===== src/pkg/sppwm_pkg.sv =====
package sppwm_pkg;

   // ---------------------------------------------------------------
   // Geometry
   // ---------------------------------------------------------------
   localparam int NUM_CH    = 4;
   localparam int ADDR_W    = 4;
   localparam int DATA_W    = 32;

   // ---------------------------------------------------------------
   // Register word offsets (byte address = 4 * index)
   // ---------------------------------------------------------------
   localparam logic [ADDR_W-1:0] REG_PERIOD   = 4'h0;
   localparam logic [ADDR_W-1:0] REG_TCTRL    = 4'h1;
   localparam logic [ADDR_W-1:0] REG_COUNT    = 4'h2;
   localparam logic [ADDR_W-1:0] REG_FLAG     = 4'h3;
   localparam logic [ADDR_W-1:0] REG_PINDIR   = 4'h4;
   localparam logic [ADDR_W-1:0] REG_PORTLAT  = 4'h5;
   localparam logic [ADDR_W-1:0] REG_CH_BASE  = 4'h8;
   localparam int                REG_CH_SHIFT = 1;

   // ---------------------------------------------------------------
   // Field positions
   // ---------------------------------------------------------------
   localparam int TC_RUN_BIT    = 2;
   localparam int CC_EN_BIT     = 7;
   localparam int CC_OE_BIT     = 6;
   localparam int CC_OUT_BIT    = 5;
   localparam int CC_INV_BIT    = 4;
   localparam int DL_LSB_POS    = 6;
   localparam int DH_POS        = 8;

   // ---------------------------------------------------------------
   // Reset values and prescale codes
   // ---------------------------------------------------------------
   localparam logic [7:0] PERIOD_RST = 8'hFF;
   localparam logic [3:0] PINDIR_RST = 4'hF;
   localparam logic [1:0] PS_DIV1    = 2'h0;
   localparam logic [1:0] PS_DIV4    = 2'h1;
   localparam logic [5:0] PS4_LAST   = 6'h03;
   localparam logic [5:0] PS64_LAST  = 6'h3F;

endpackage : sppwm_pkg


===== src/rtl/sppwm_top.sv =====
// Implementation choices: the register addresses and the Avalon-MM interface to the registers.
`timescale 1ns/1ps
module sppwm_top (
   input  wire logic                          clk_i,
   input  wire logic                          rst_n_i,
   input  wire logic                          sleep_i,
   input  wire logic [sppwm_pkg::ADDR_W-1:0]  avs_address_i,
   input  wire logic                          avs_read_i,
   input  wire logic                          avs_write_i,
   input  wire logic [sppwm_pkg::DATA_W-1:0]  avs_writedata_i,
   input  wire logic [3:0]                    avs_byteenable_i,
   output logic      [sppwm_pkg::DATA_W-1:0]  avs_readdata_o,
   output logic                               avs_waitrequest_o,
   output logic      [sppwm_pkg::NUM_CH-1:0]  pin_o,
   output logic      [sppwm_pkg::NUM_CH-1:0]  pin_oe_o,
   output logic      [sppwm_pkg::NUM_CH-1:0]  wave_o
);
   import sppwm_pkg::*;

   // ---------------------------------------------------------------
   // Registers
   // ---------------------------------------------------------------
   logic [7:0]        period_match_value_r;
   logic              counter_run_r;
   logic [1:0]        prescale_select_r;
   logic [3:0]        postscale_r;
   logic [7:0]        period_counter_r;
   logic [5:0]        presc_r;
   logic [1:0]        sub_r;
   logic              period_match_flag_r;
   logic [NUM_CH-1:0] pin_direction_bit_r;
   logic [NUM_CH-1:0] port_latch_r;
   logic [NUM_CH-1:0] channel_enable_r;
   logic [NUM_CH-1:0] output_drive_enable_r;
   logic [NUM_CH-1:0] output_invert_r;
   logic [NUM_CH-1:0] state_r;
   logic [7:0]        duty_high_byte_r [NUM_CH];
   logic [1:0]        duty_low_bits_r  [NUM_CH];
   logic [9:0]        duty_buf_r       [NUM_CH];
   logic              ack_r;
   logic [DATA_W-1:0] rdata_r;

   function automatic logic is_ch(input logic [ADDR_W-1:0] a);
      return a >= REG_CH_BASE;
   endfunction : is_ch

   function automatic int ch_idx(input logic [ADDR_W-1:0] a);
      return int'((a - REG_CH_BASE) >> REG_CH_SHIFT);
   endfunction : ch_idx

   // ---------------------------------------------------------------
   // Time base
   // ---------------------------------------------------------------
   // Sleep gates every tick so the count resumes from where it stopped.
   logic       tick;
   logic       sub_wrap;
   logic       match;
   logic [9:0] time_base;
   logic       restart;
   logic [5:0] presc_last;

   always_comb begin
      case (prescale_select_r)
         PS_DIV1: presc_last = 6'h00;
         PS_DIV4: presc_last = PS4_LAST;
         default: presc_last = PS64_LAST;
      endcase
   end

   // A compare of at least the limit keeps a ratio that is lowered in
   // mid-count from running the prescaler out to its full 64 states.
   assign tick      = counter_run_r && !sleep_i
                      && (presc_r >= presc_last);
   assign sub_wrap  = tick && (sub_r == 2'h3);
   assign match     = (period_counter_r == period_match_value_r);
   assign restart   = sub_wrap && match;
   assign time_base = {period_counter_r, sub_r};

   always_ff @(posedge clk_i) begin
      if (!rst_n_i) begin
         presc_r <= 6'h00;
      end else if (counter_run_r && !sleep_i) begin
         presc_r <= (presc_r >= presc_last) ? 6'h00 : presc_r + 6'h01;
      end
   end

   always_ff @(posedge clk_i) begin
      if (!rst_n_i) begin
         sub_r <= 2'h0;
      end else if (tick) begin
         sub_r <= sub_r + 2'h1;
      end
   end

   // The postscaler is kept as storage only and never reaches the counter.
   always_ff @(posedge clk_i) begin
      if (!rst_n_i) begin
         period_counter_r <= 8'h00;
      end else if (avs_write_i && !avs_waitrequest_o && avs_byteenable_i[0]
                   && avs_address_i == REG_COUNT) begin
         period_counter_r <= avs_writedata_i[7:0];
      end else if (restart) begin
         period_counter_r <= 8'h00;
      end else if (sub_wrap) begin
         period_counter_r <= period_counter_r + 8'h01;
      end
   end

   // ---------------------------------------------------------------
   // Channels
   // ---------------------------------------------------------------
   logic wr;
   assign wr = avs_write_i && !avs_waitrequest_o;

   always_ff @(posedge clk_i) begin
      if (!rst_n_i) begin
         for (int i = 0; i < NUM_CH; i++) begin
            duty_buf_r[i] <= 10'h000;
         end
      end else if (restart) begin
         for (int i = 0; i < NUM_CH; i++) begin
            duty_buf_r[i] <= {duty_high_byte_r[i],
                              duty_low_bits_r[i]};
         end
      end
   end

   // Compare uses the buffered duty so a half-written pair never glitches.
   always_ff @(posedge clk_i) begin
      if (!rst_n_i) begin
         state_r <= '0;
      end else if (tick) begin
         for (int i = 0; i < NUM_CH; i++) begin
            if (!channel_enable_r[i]) begin
               state_r[i] <= 1'b0;
            end else if (restart) begin
               state_r[i] <= ({duty_high_byte_r[i], duty_low_bits_r[i]}
                              != 10'h000);
            end else if ({duty_buf_r[i][9:2]} >= period_match_value_r
                         && duty_buf_r[i] != 10'h000) begin
               state_r[i] <= state_r[i];
            end else if (time_base + 10'h001 == duty_buf_r[i]) begin
               state_r[i] <= 1'b0;
            end
         end
      end else begin
         for (int i = 0; i < NUM_CH; i++) begin
            if (!channel_enable_r[i]) begin
               state_r[i] <= 1'b0;
            end
         end
      end
   end

   logic [NUM_CH-1:0] wave;
   assign wave = state_r ^ output_invert_r;

   always_ff @(posedge clk_i) begin
      if (!rst_n_i) begin
         wave_o   <= '0;
         pin_o    <= '0;
         pin_oe_o <= '0;
      end else if (!sleep_i) begin
         wave_o   <= wave;
         for (int i = 0; i < NUM_CH; i++) begin
            pin_o[i] <= output_drive_enable_r[i] ? wave[i]
                        : port_latch_r[i];
         end
         pin_oe_o <= ~pin_direction_bit_r;
      end
   end

   // ---------------------------------------------------------------
   // Register writes
   // ---------------------------------------------------------------
   always_ff @(posedge clk_i) begin
      if (!rst_n_i) begin
         period_match_value_r <= PERIOD_RST;
         counter_run_r        <= 1'b0;
         prescale_select_r    <= PS_DIV1;
         postscale_r          <= 4'h0;
         pin_direction_bit_r  <= PINDIR_RST;
         port_latch_r         <= '0;
      end else if (wr && avs_byteenable_i[0]) begin
         if (avs_address_i == REG_PERIOD) begin
            period_match_value_r <= avs_writedata_i[7:0];
         end else if (avs_address_i == REG_TCTRL) begin
            counter_run_r     <= avs_writedata_i[TC_RUN_BIT];
            prescale_select_r <= avs_writedata_i[1:0];
            postscale_r       <= avs_writedata_i[6:3];
         end else if (avs_address_i == REG_PINDIR) begin
            pin_direction_bit_r <= avs_writedata_i[NUM_CH-1:0];
         end else if (avs_address_i == REG_PORTLAT) begin
            port_latch_r <= avs_writedata_i[NUM_CH-1:0];
         end
      end
   end

   // Set wins over a clear landing in the same cycle.
   always_ff @(posedge clk_i) begin
      if (!rst_n_i) begin
         period_match_flag_r <= 1'b0;
      end else if (restart) begin
         period_match_flag_r <= 1'b1;
      end else if (wr && avs_address_i == REG_FLAG
                   && avs_byteenable_i[0] && avs_writedata_i[0]) begin
         period_match_flag_r <= 1'b0;
      end
   end

   // Each channel owns two words: control then duty.
   always_ff @(posedge clk_i) begin
      if (!rst_n_i) begin
         channel_enable_r      <= '0;
         output_drive_enable_r <= '0;
         output_invert_r       <= '0;
         for (int i = 0; i < NUM_CH; i++) begin
            duty_high_byte_r[i] <= 8'h00;
            duty_low_bits_r[i]  <= 2'h0;
         end
      end else if (wr && is_ch(avs_address_i)) begin
         if (!avs_address_i[0] && avs_byteenable_i[0]) begin
            channel_enable_r[ch_idx(avs_address_i)] <=
               avs_writedata_i[CC_EN_BIT];
            output_drive_enable_r[ch_idx(avs_address_i)] <=
               avs_writedata_i[CC_OE_BIT];
            output_invert_r[ch_idx(avs_address_i)] <=
               avs_writedata_i[CC_INV_BIT];
         end else if (avs_address_i[0]) begin
            if (avs_byteenable_i[0]) begin
               duty_low_bits_r[ch_idx(avs_address_i)] <=
                  avs_writedata_i[DL_LSB_POS+:2];
            end
            if (avs_byteenable_i[1]) begin
               duty_high_byte_r[ch_idx(avs_address_i)] <=
                  avs_writedata_i[DH_POS+:8];
            end
         end
      end
   end

   // ---------------------------------------------------------------
   // Bus answer
   // ---------------------------------------------------------------
   // One wait cycle per access keeps read data registered.
   assign avs_waitrequest_o = (avs_read_i || avs_write_i) && !ack_r;
   assign avs_readdata_o    = rdata_r;

   always_ff @(posedge clk_i) begin
      if (!rst_n_i) begin
         ack_r <= 1'b0;
      end else begin
         ack_r <= (avs_read_i || avs_write_i) && !ack_r;
      end
   end

   always_ff @(posedge clk_i) begin
      if (!rst_n_i) begin
         rdata_r <= '0;
      end else if (avs_read_i && !ack_r) begin
         rdata_r <= '0;
         if (avs_address_i == REG_PERIOD) begin
            rdata_r[7:0] <= period_match_value_r;
         end else if (avs_address_i == REG_TCTRL) begin
            rdata_r[6:0] <= {postscale_r, counter_run_r, prescale_select_r};
         end else if (avs_address_i == REG_COUNT) begin
            rdata_r[7:0] <= period_counter_r;
         end else if (avs_address_i == REG_FLAG) begin
            rdata_r[0] <= period_match_flag_r;
         end else if (avs_address_i == REG_PINDIR) begin
            rdata_r[NUM_CH-1:0] <= pin_direction_bit_r;
         end else if (avs_address_i == REG_PORTLAT) begin
            rdata_r[NUM_CH-1:0] <= port_latch_r;
         end else if (is_ch(avs_address_i) && !avs_address_i[0]) begin
            rdata_r[CC_EN_BIT]  <= channel_enable_r[ch_idx(avs_address_i)];
            rdata_r[CC_OE_BIT]  <=
               output_drive_enable_r[ch_idx(avs_address_i)];
            rdata_r[CC_OUT_BIT] <= wave[ch_idx(avs_address_i)];
            rdata_r[CC_INV_BIT] <= output_invert_r[ch_idx(avs_address_i)];
         end else if (is_ch(avs_address_i)) begin
            rdata_r[DH_POS+:8]     <= duty_high_byte_r[ch_idx(avs_address_i)];
            rdata_r[DL_LSB_POS+:2] <= duty_low_bits_r[ch_idx(avs_address_i)];
         end
      end
   end

endmodule : sppwm_top

===== config.mk =====
export PLATFORM = sky130hd
export DESIGN_NAME = sppwm_top
export DESIGN_NICKNAME = d
export VERILOG_FILES = /design/src/pkg/sppwm_pkg.sv /design/src/rtl/sppwm_top.sv
export SDC_FILE = /design/constraint.sdc
export NUM_CORES = 1
export LEC_CHECK = 0
export ABC_AREA = 1
export CAP_MARGIN = 20
export CORE_MARGIN = 10
export CORE_UTILIZATION = 60
export DETAILED_ROUTE_END_ITERATION = 8
export DONT_BUFFER_PORTS = 1
export GPL_ROUTABILITY_DRIVEN = 0
export HOLD_SLACK_MARGIN = 0.02
export MAX_ROUTING_LAYER = met4
export PLACE_DENSITY_LB_ADDON = 0.2
export SLEW_MARGIN = 20
export SYNTH_ARGS = -nofsm -noshare
export SYNTH_HDL_FRONTEND = slang
export SYNTH_SLANG_ARGS = --single-unit

===== constraint.sdc =====
create_clock -name clk_i -period 3.75 [get_ports clk_i]
set_input_delay 0.75 -clock clk_i [delete_from_list [all_inputs] [get_ports clk_i]]
set_output_delay 0.75 -clock clk_i [all_outputs]
set_load 0.02 [all_outputs]

# == Word level (Yosys, flattened, before mapping) ==
# Memories as Yosys holds them, arrays and structs flattened.
# Index checks and enable logic that the tools add are counted.
# word_totals
ff_bits,85
mem_count,3
ram_bits,80
in_bits,45
# mem_list
name,depth,width,read_ports,rd_ports_with_merged_regs,wr,line_no,source
duty_buf_r,4,10,4,0,4,sppwm_top.sv:39,logic [9:0] duty_buf_r [NUM_CH];
duty_high_byte_r,4,8,5,0,4,sppwm_top.sv:37,logic [7:0] duty_high_byte_r [NUM_CH];
duty_low_bits_r,4,2,5,0,4,sppwm_top.sv:38,logic [1:0] duty_low_bits_r [NUM_CH];
# op_classes
n_bitwise,9
eq_ne,24
addsub,5
n_mux,102
n_reduce_logical,48
magnitude_cmp,8
# op_table
cell,n
$mux 10,14
$reduce_bool 10->1,8
$mux 8,9
$mux 1,50
$eq 10x10->1,4
$mux 4,9
$ge 8x8->1,4
$ge 31x1->1 const B,1
$lt 31x3->1 const B,1
$mux 12,2
$logic_and 1x1->1,20
$mux 15,1
$reduce_and 3->1,5
$bwmux 4,3
$ne 3x1->1 const B,4
$ne 3x3->1 const B,4
$pmux 6 s2,1
$add 10x1->10 const B,1
$mux 2,5
$mux 9,1
$add 8x1->8 const B,1
$bmux 1 s2,4
$eq 4x2->1 const B,2
$eq 4x3->1 const B,2
other kinds (28),40

# == Longest topological paths before layout ==
# An unclocked memory read counts as a cell.
# logic_depth
word_depth,19
ltp_mapped,16
mapped_depth_nobuf,16

# == Worst setup path before layout ==
# No wires, ideal clock.
# synth_timing
kind,reg2reg
start,register prescale_select_r[1]
end,memory duty_buf_r[0][0] (enable)
stages_incl_launch_ff,13
setup_slack_ns,0.943
arrival_time_ns,2.409
period_less_slack_ns,2.807
cell_sequence,dfxtp_1 inv_1 ha_1 nand2_1 nor2_1 nand2_1 nand3_1 nand2_2 inv_2 nand2_2 nor2_4 inv_1 nand2_1
# synth_lines
item,line_no,source
from (decl),sppwm_top.sv:25,logic [1:0] prescale_select_r;
from (signal assigned),sppwm_top.sv:189,prescale_select_r <= avs_writedata_i[1:0];
to (decl),sppwm_top.sv:39,

==> results.toml <==
[run_status]
status = "completed"

[cts]
ctsRootBufferMaster = "clkbuf_16"
htree_num_levels = 4
postCtsSetupRepairBufs = 0
clk_path_buf_depth = 2
tritoncts = "yes"
post_cts_hold_buffer_count = 0
cts_resized = 0
clock-sinks = 165
clkSlewWorstSetupHoldPaths_ns = 0.08
numCtsBuffers = 17
clk_latency_ns = 0.44

[routing]
route.final.wire_length_mm = 24.6
avgViaCountPerCell = 5.76
total_vias_in_the_final_route = 7777
drt.antenna.violating_nets = 0
drt_pass1_iterations = 6
avgRoutedWirePerCell_um = 18.3
route.detailed.drc = 0
detailedRoute.firstIterationViolations = 882

[setup_path]
crit-reg2reg-launch = "prescale_select_r[1]"
critical_path.max_fanout = 40
ff2ff_setup_slack_ns = 0.95
type_of_the_worst_setup_path = "flop to flop"
critical_path.reg2reg.endpoint = "duty_buf_r[0][7]"
required_ns = 3.83
worstSetupStartpointType = "flop"
reg2regPathDepth = 13
critPathCaptureType = "flop"
arrival_ns = 2.88

[grt]
global_route.usage.total_pct = 24.5
first_global_vias = 7179
wire_length_of_the_first_global_routing_pass_mm = 38.8
use_met1_pct = 32.3
largest_net_degree_at_the_start_of_global_routing = 56
grt_antenna_before_repair = 0
grt.overflow.total = 0
grt.met2_usage_pct = 36.6
globalRouteMet3Util_pct = 4.95
globalRoute.busiestLayer = "met2"

[floorplanning]
fp.dieArea_sq_um = 20800
top_level_ports = 90
fp.coreArea_sq_um = 15200
placement_rows = 45
initial_util_pct = 61.0
floorplan.die.height_um = 144
fp.dieW_um = 144

[logic_synthesis]
netlist.top_cell.by_area = "edfxtp_1"
ys_ff_latch = 165
synth_top_area_share_pct = 25.9
synth_sequential_area_ratio_pct = 44.2
post_synth_instance_area_sq_um = 9280
synthArstFlopShare_pct = 0
syn_inst = 1155
synth-main-ff-cell = "dfxtp_1"
number_of_enable_flip_flop_cells_after_synthesis = 80
synth.avg_cell_area_sq_um = 8.03
synth_cell_type_count = 47
synth_top_cells_by_area = "edfxtp_1, dfxtp_1, nand2_1"
yosys_warnings = 0

[sta]
hold-worst-slack_ns = 0.412
setup_total_negative_slack_ns = 0
slew_headroom_pct = 45.3
clock_skew_ns = 0.0132
endpoints_failing_hold = 0
worstMarginPinSlew_ns = 0.819
final-setup-viol-count = 0
period_share_pct = 74.6
rsz_0062_raised_after_global_routing = "false"
drv_slew = 0
period_minus_slack_ns = 2.80
clock.fmax_ghz = 0.357

[power]
total_leakage_power_nw = 4.21
power.density_nw_per_um2 = 400
power.ir.vdd_worst_v = 0.000555

[worst_hold_path]
hold_class = "primary input to flop"
worst_hold_path.num_cells = 1
hold_path_startpoint = "rst_n_i"
holdPathEnd = "period_match_value_r[0]"

[cells_and_area]
register_area_sq_um = 4100
design.final.nets = 1235
antenna_diodes = 0
proportion_of_layout_cells_with_a_drive_suffix_above_1_pct = 11.2
nFillCells = 1276
syn_to_final_growth_pct = 6.64
most-common-layout-cells = "nand2_1, inv_1, nor2_1, dfxtp_1, edfxtp_1"
multi_input_area_sq_um = 4310
layout_commonest_cell = "nand2_1"

[run]
timing.max_cap.violations = 0

[place]
dp_hpwl_mm = 18.6
port_buffer_count = 0
-- synth_stat cells (6+ instances only) --
library cell	n
nor2_2	41
nor3_1	8
o21ai_0	79
inv_2	16
o22ai_1	19
nor4_1	10
nor2_4	12
nand3_1	44
nor2_1	129
nand4_1	20
buf_2	6
nand2_2	15
a31oi_1	9
buf_4	20
a21oi_1	70
inv_1	149
nand2_1	201
xor2_1	20
edfxtp_1	80
ha_1	41
o211ai_1	6
clkbuf_1	15
xnor2_1	10
dfxtp_1	85
-- final cells by class --
type | instances | area share, %
multi-input cells | 792 | 43.6
well taps | 188 | 2.38
clock buffers | 18 | 4.34
clock inverters | 14 | 1.37
inverters | 165 | 6.26
flip-flops and latches | 165 | 41.5
repair buffers | 8 | 0.607
-- how the worst max path moves through the flow --
stage | start | endpoint | slack (ns) | depth (start not counted)
6_report | prescale_select_r[1] | duty_buf_r[0][7] | 0.95 | 13
5_1_grt | prescale_select_r[1] | duty_buf_r[3][0] | 0.72 | 13
4_1_cts | prescale_select_r[1] | duty_buf_r[3][2] | 1.0 | 13
3_5_place_dp | sleep_i | duty_buf_r[3][5] | 0.81 | 10
3_3_place_gp | sleep_i | duty_buf_r[3][4] | 0.83 | 10
2_1_floorplan | prescale_select_r[1] | duty_buf_r[0][0] | 0.94 | 12
-- metrics by stage --
| step | cells | power [mW] | area (sq um) | util [%] | worst slack [ns] |
|---|---|---|---|---|---|
| after floorplan | 1170 | 2.24 | 9330 | - | 0.943 |
| after global placement | 1318 | 2.29 | 9330 | 61.3 | 0.830 |
| after detailed placement | 1318 | 2.30 | 9330 | 61.3 | 0.809 |
| after CTS | 1350 | 3.96 | 9890 | 65.1 | 0.999 |
| after global routing | 1350 | 4.07 | 9890 | 65.1 | 0.723 |
| final | 1350 | 3.95 | 9890 | 65.1 | 0.953 |
-- metal layers --
layer	wire [um]	share of wire [%]
met5	0	0
met3	1790	7.3
met1	10800	44
met4	756	3.1
met2	11300	46
-- registers in the layout (all words and copies together) (netlist names), 6 cells and up --
| name | count |
|---|---|
| period_counter_r | 8 |
| period_match_value_r | 8 |
| duty_low_bits_r | 8 |
| avs_readdata_o | 16 |
| presc_r | 6 |
| duty_high_byte_r | 32 |
| duty_buf_r | 40 |
-- cell families (layout without fill, tap and decap cells) --
kind of cell / count (synthesis) / count (layout) / synth area share (%)
AO/OA/AOI/OAI: 213 / 213 / 12.9
flip-flops: 165 / 165 / 44.2
AND/OR/NAND/NOR: 492 / 492 / 24.5
adder cells (fa/ha/maj): 41 / 41 / 5.53
buffers and inverters: 213 / 205 / 9.91
other: 1 / 16 / 0.0404
XOR/XNOR: 30 / 30 / 2.83
-- critical path, cell delays in order (launching register included) --
cell and delay, ns:
dfxtp_1 0.39, inv_1 0.11, ha_1 0.32, nand2_1 0.05
nor2_1 0.11, nand2_1 0.07, nand3_1 0.11, nand2_2 0.12
inv_2 0.14, nand2_2 0.10, nor2_4 0.27, inv_1 0.14
nand2_1 0.08, buf_4 0.42
-- report_power, final --
part | internal [mW] | switching, mW
Clock | 0.880 | 0.809
Sequential | 1.94 | 0.0719
Combinational | 0.0743 | 0.177
Total | 2.90 | 1.06
Power figures use the tool's default switching activity.
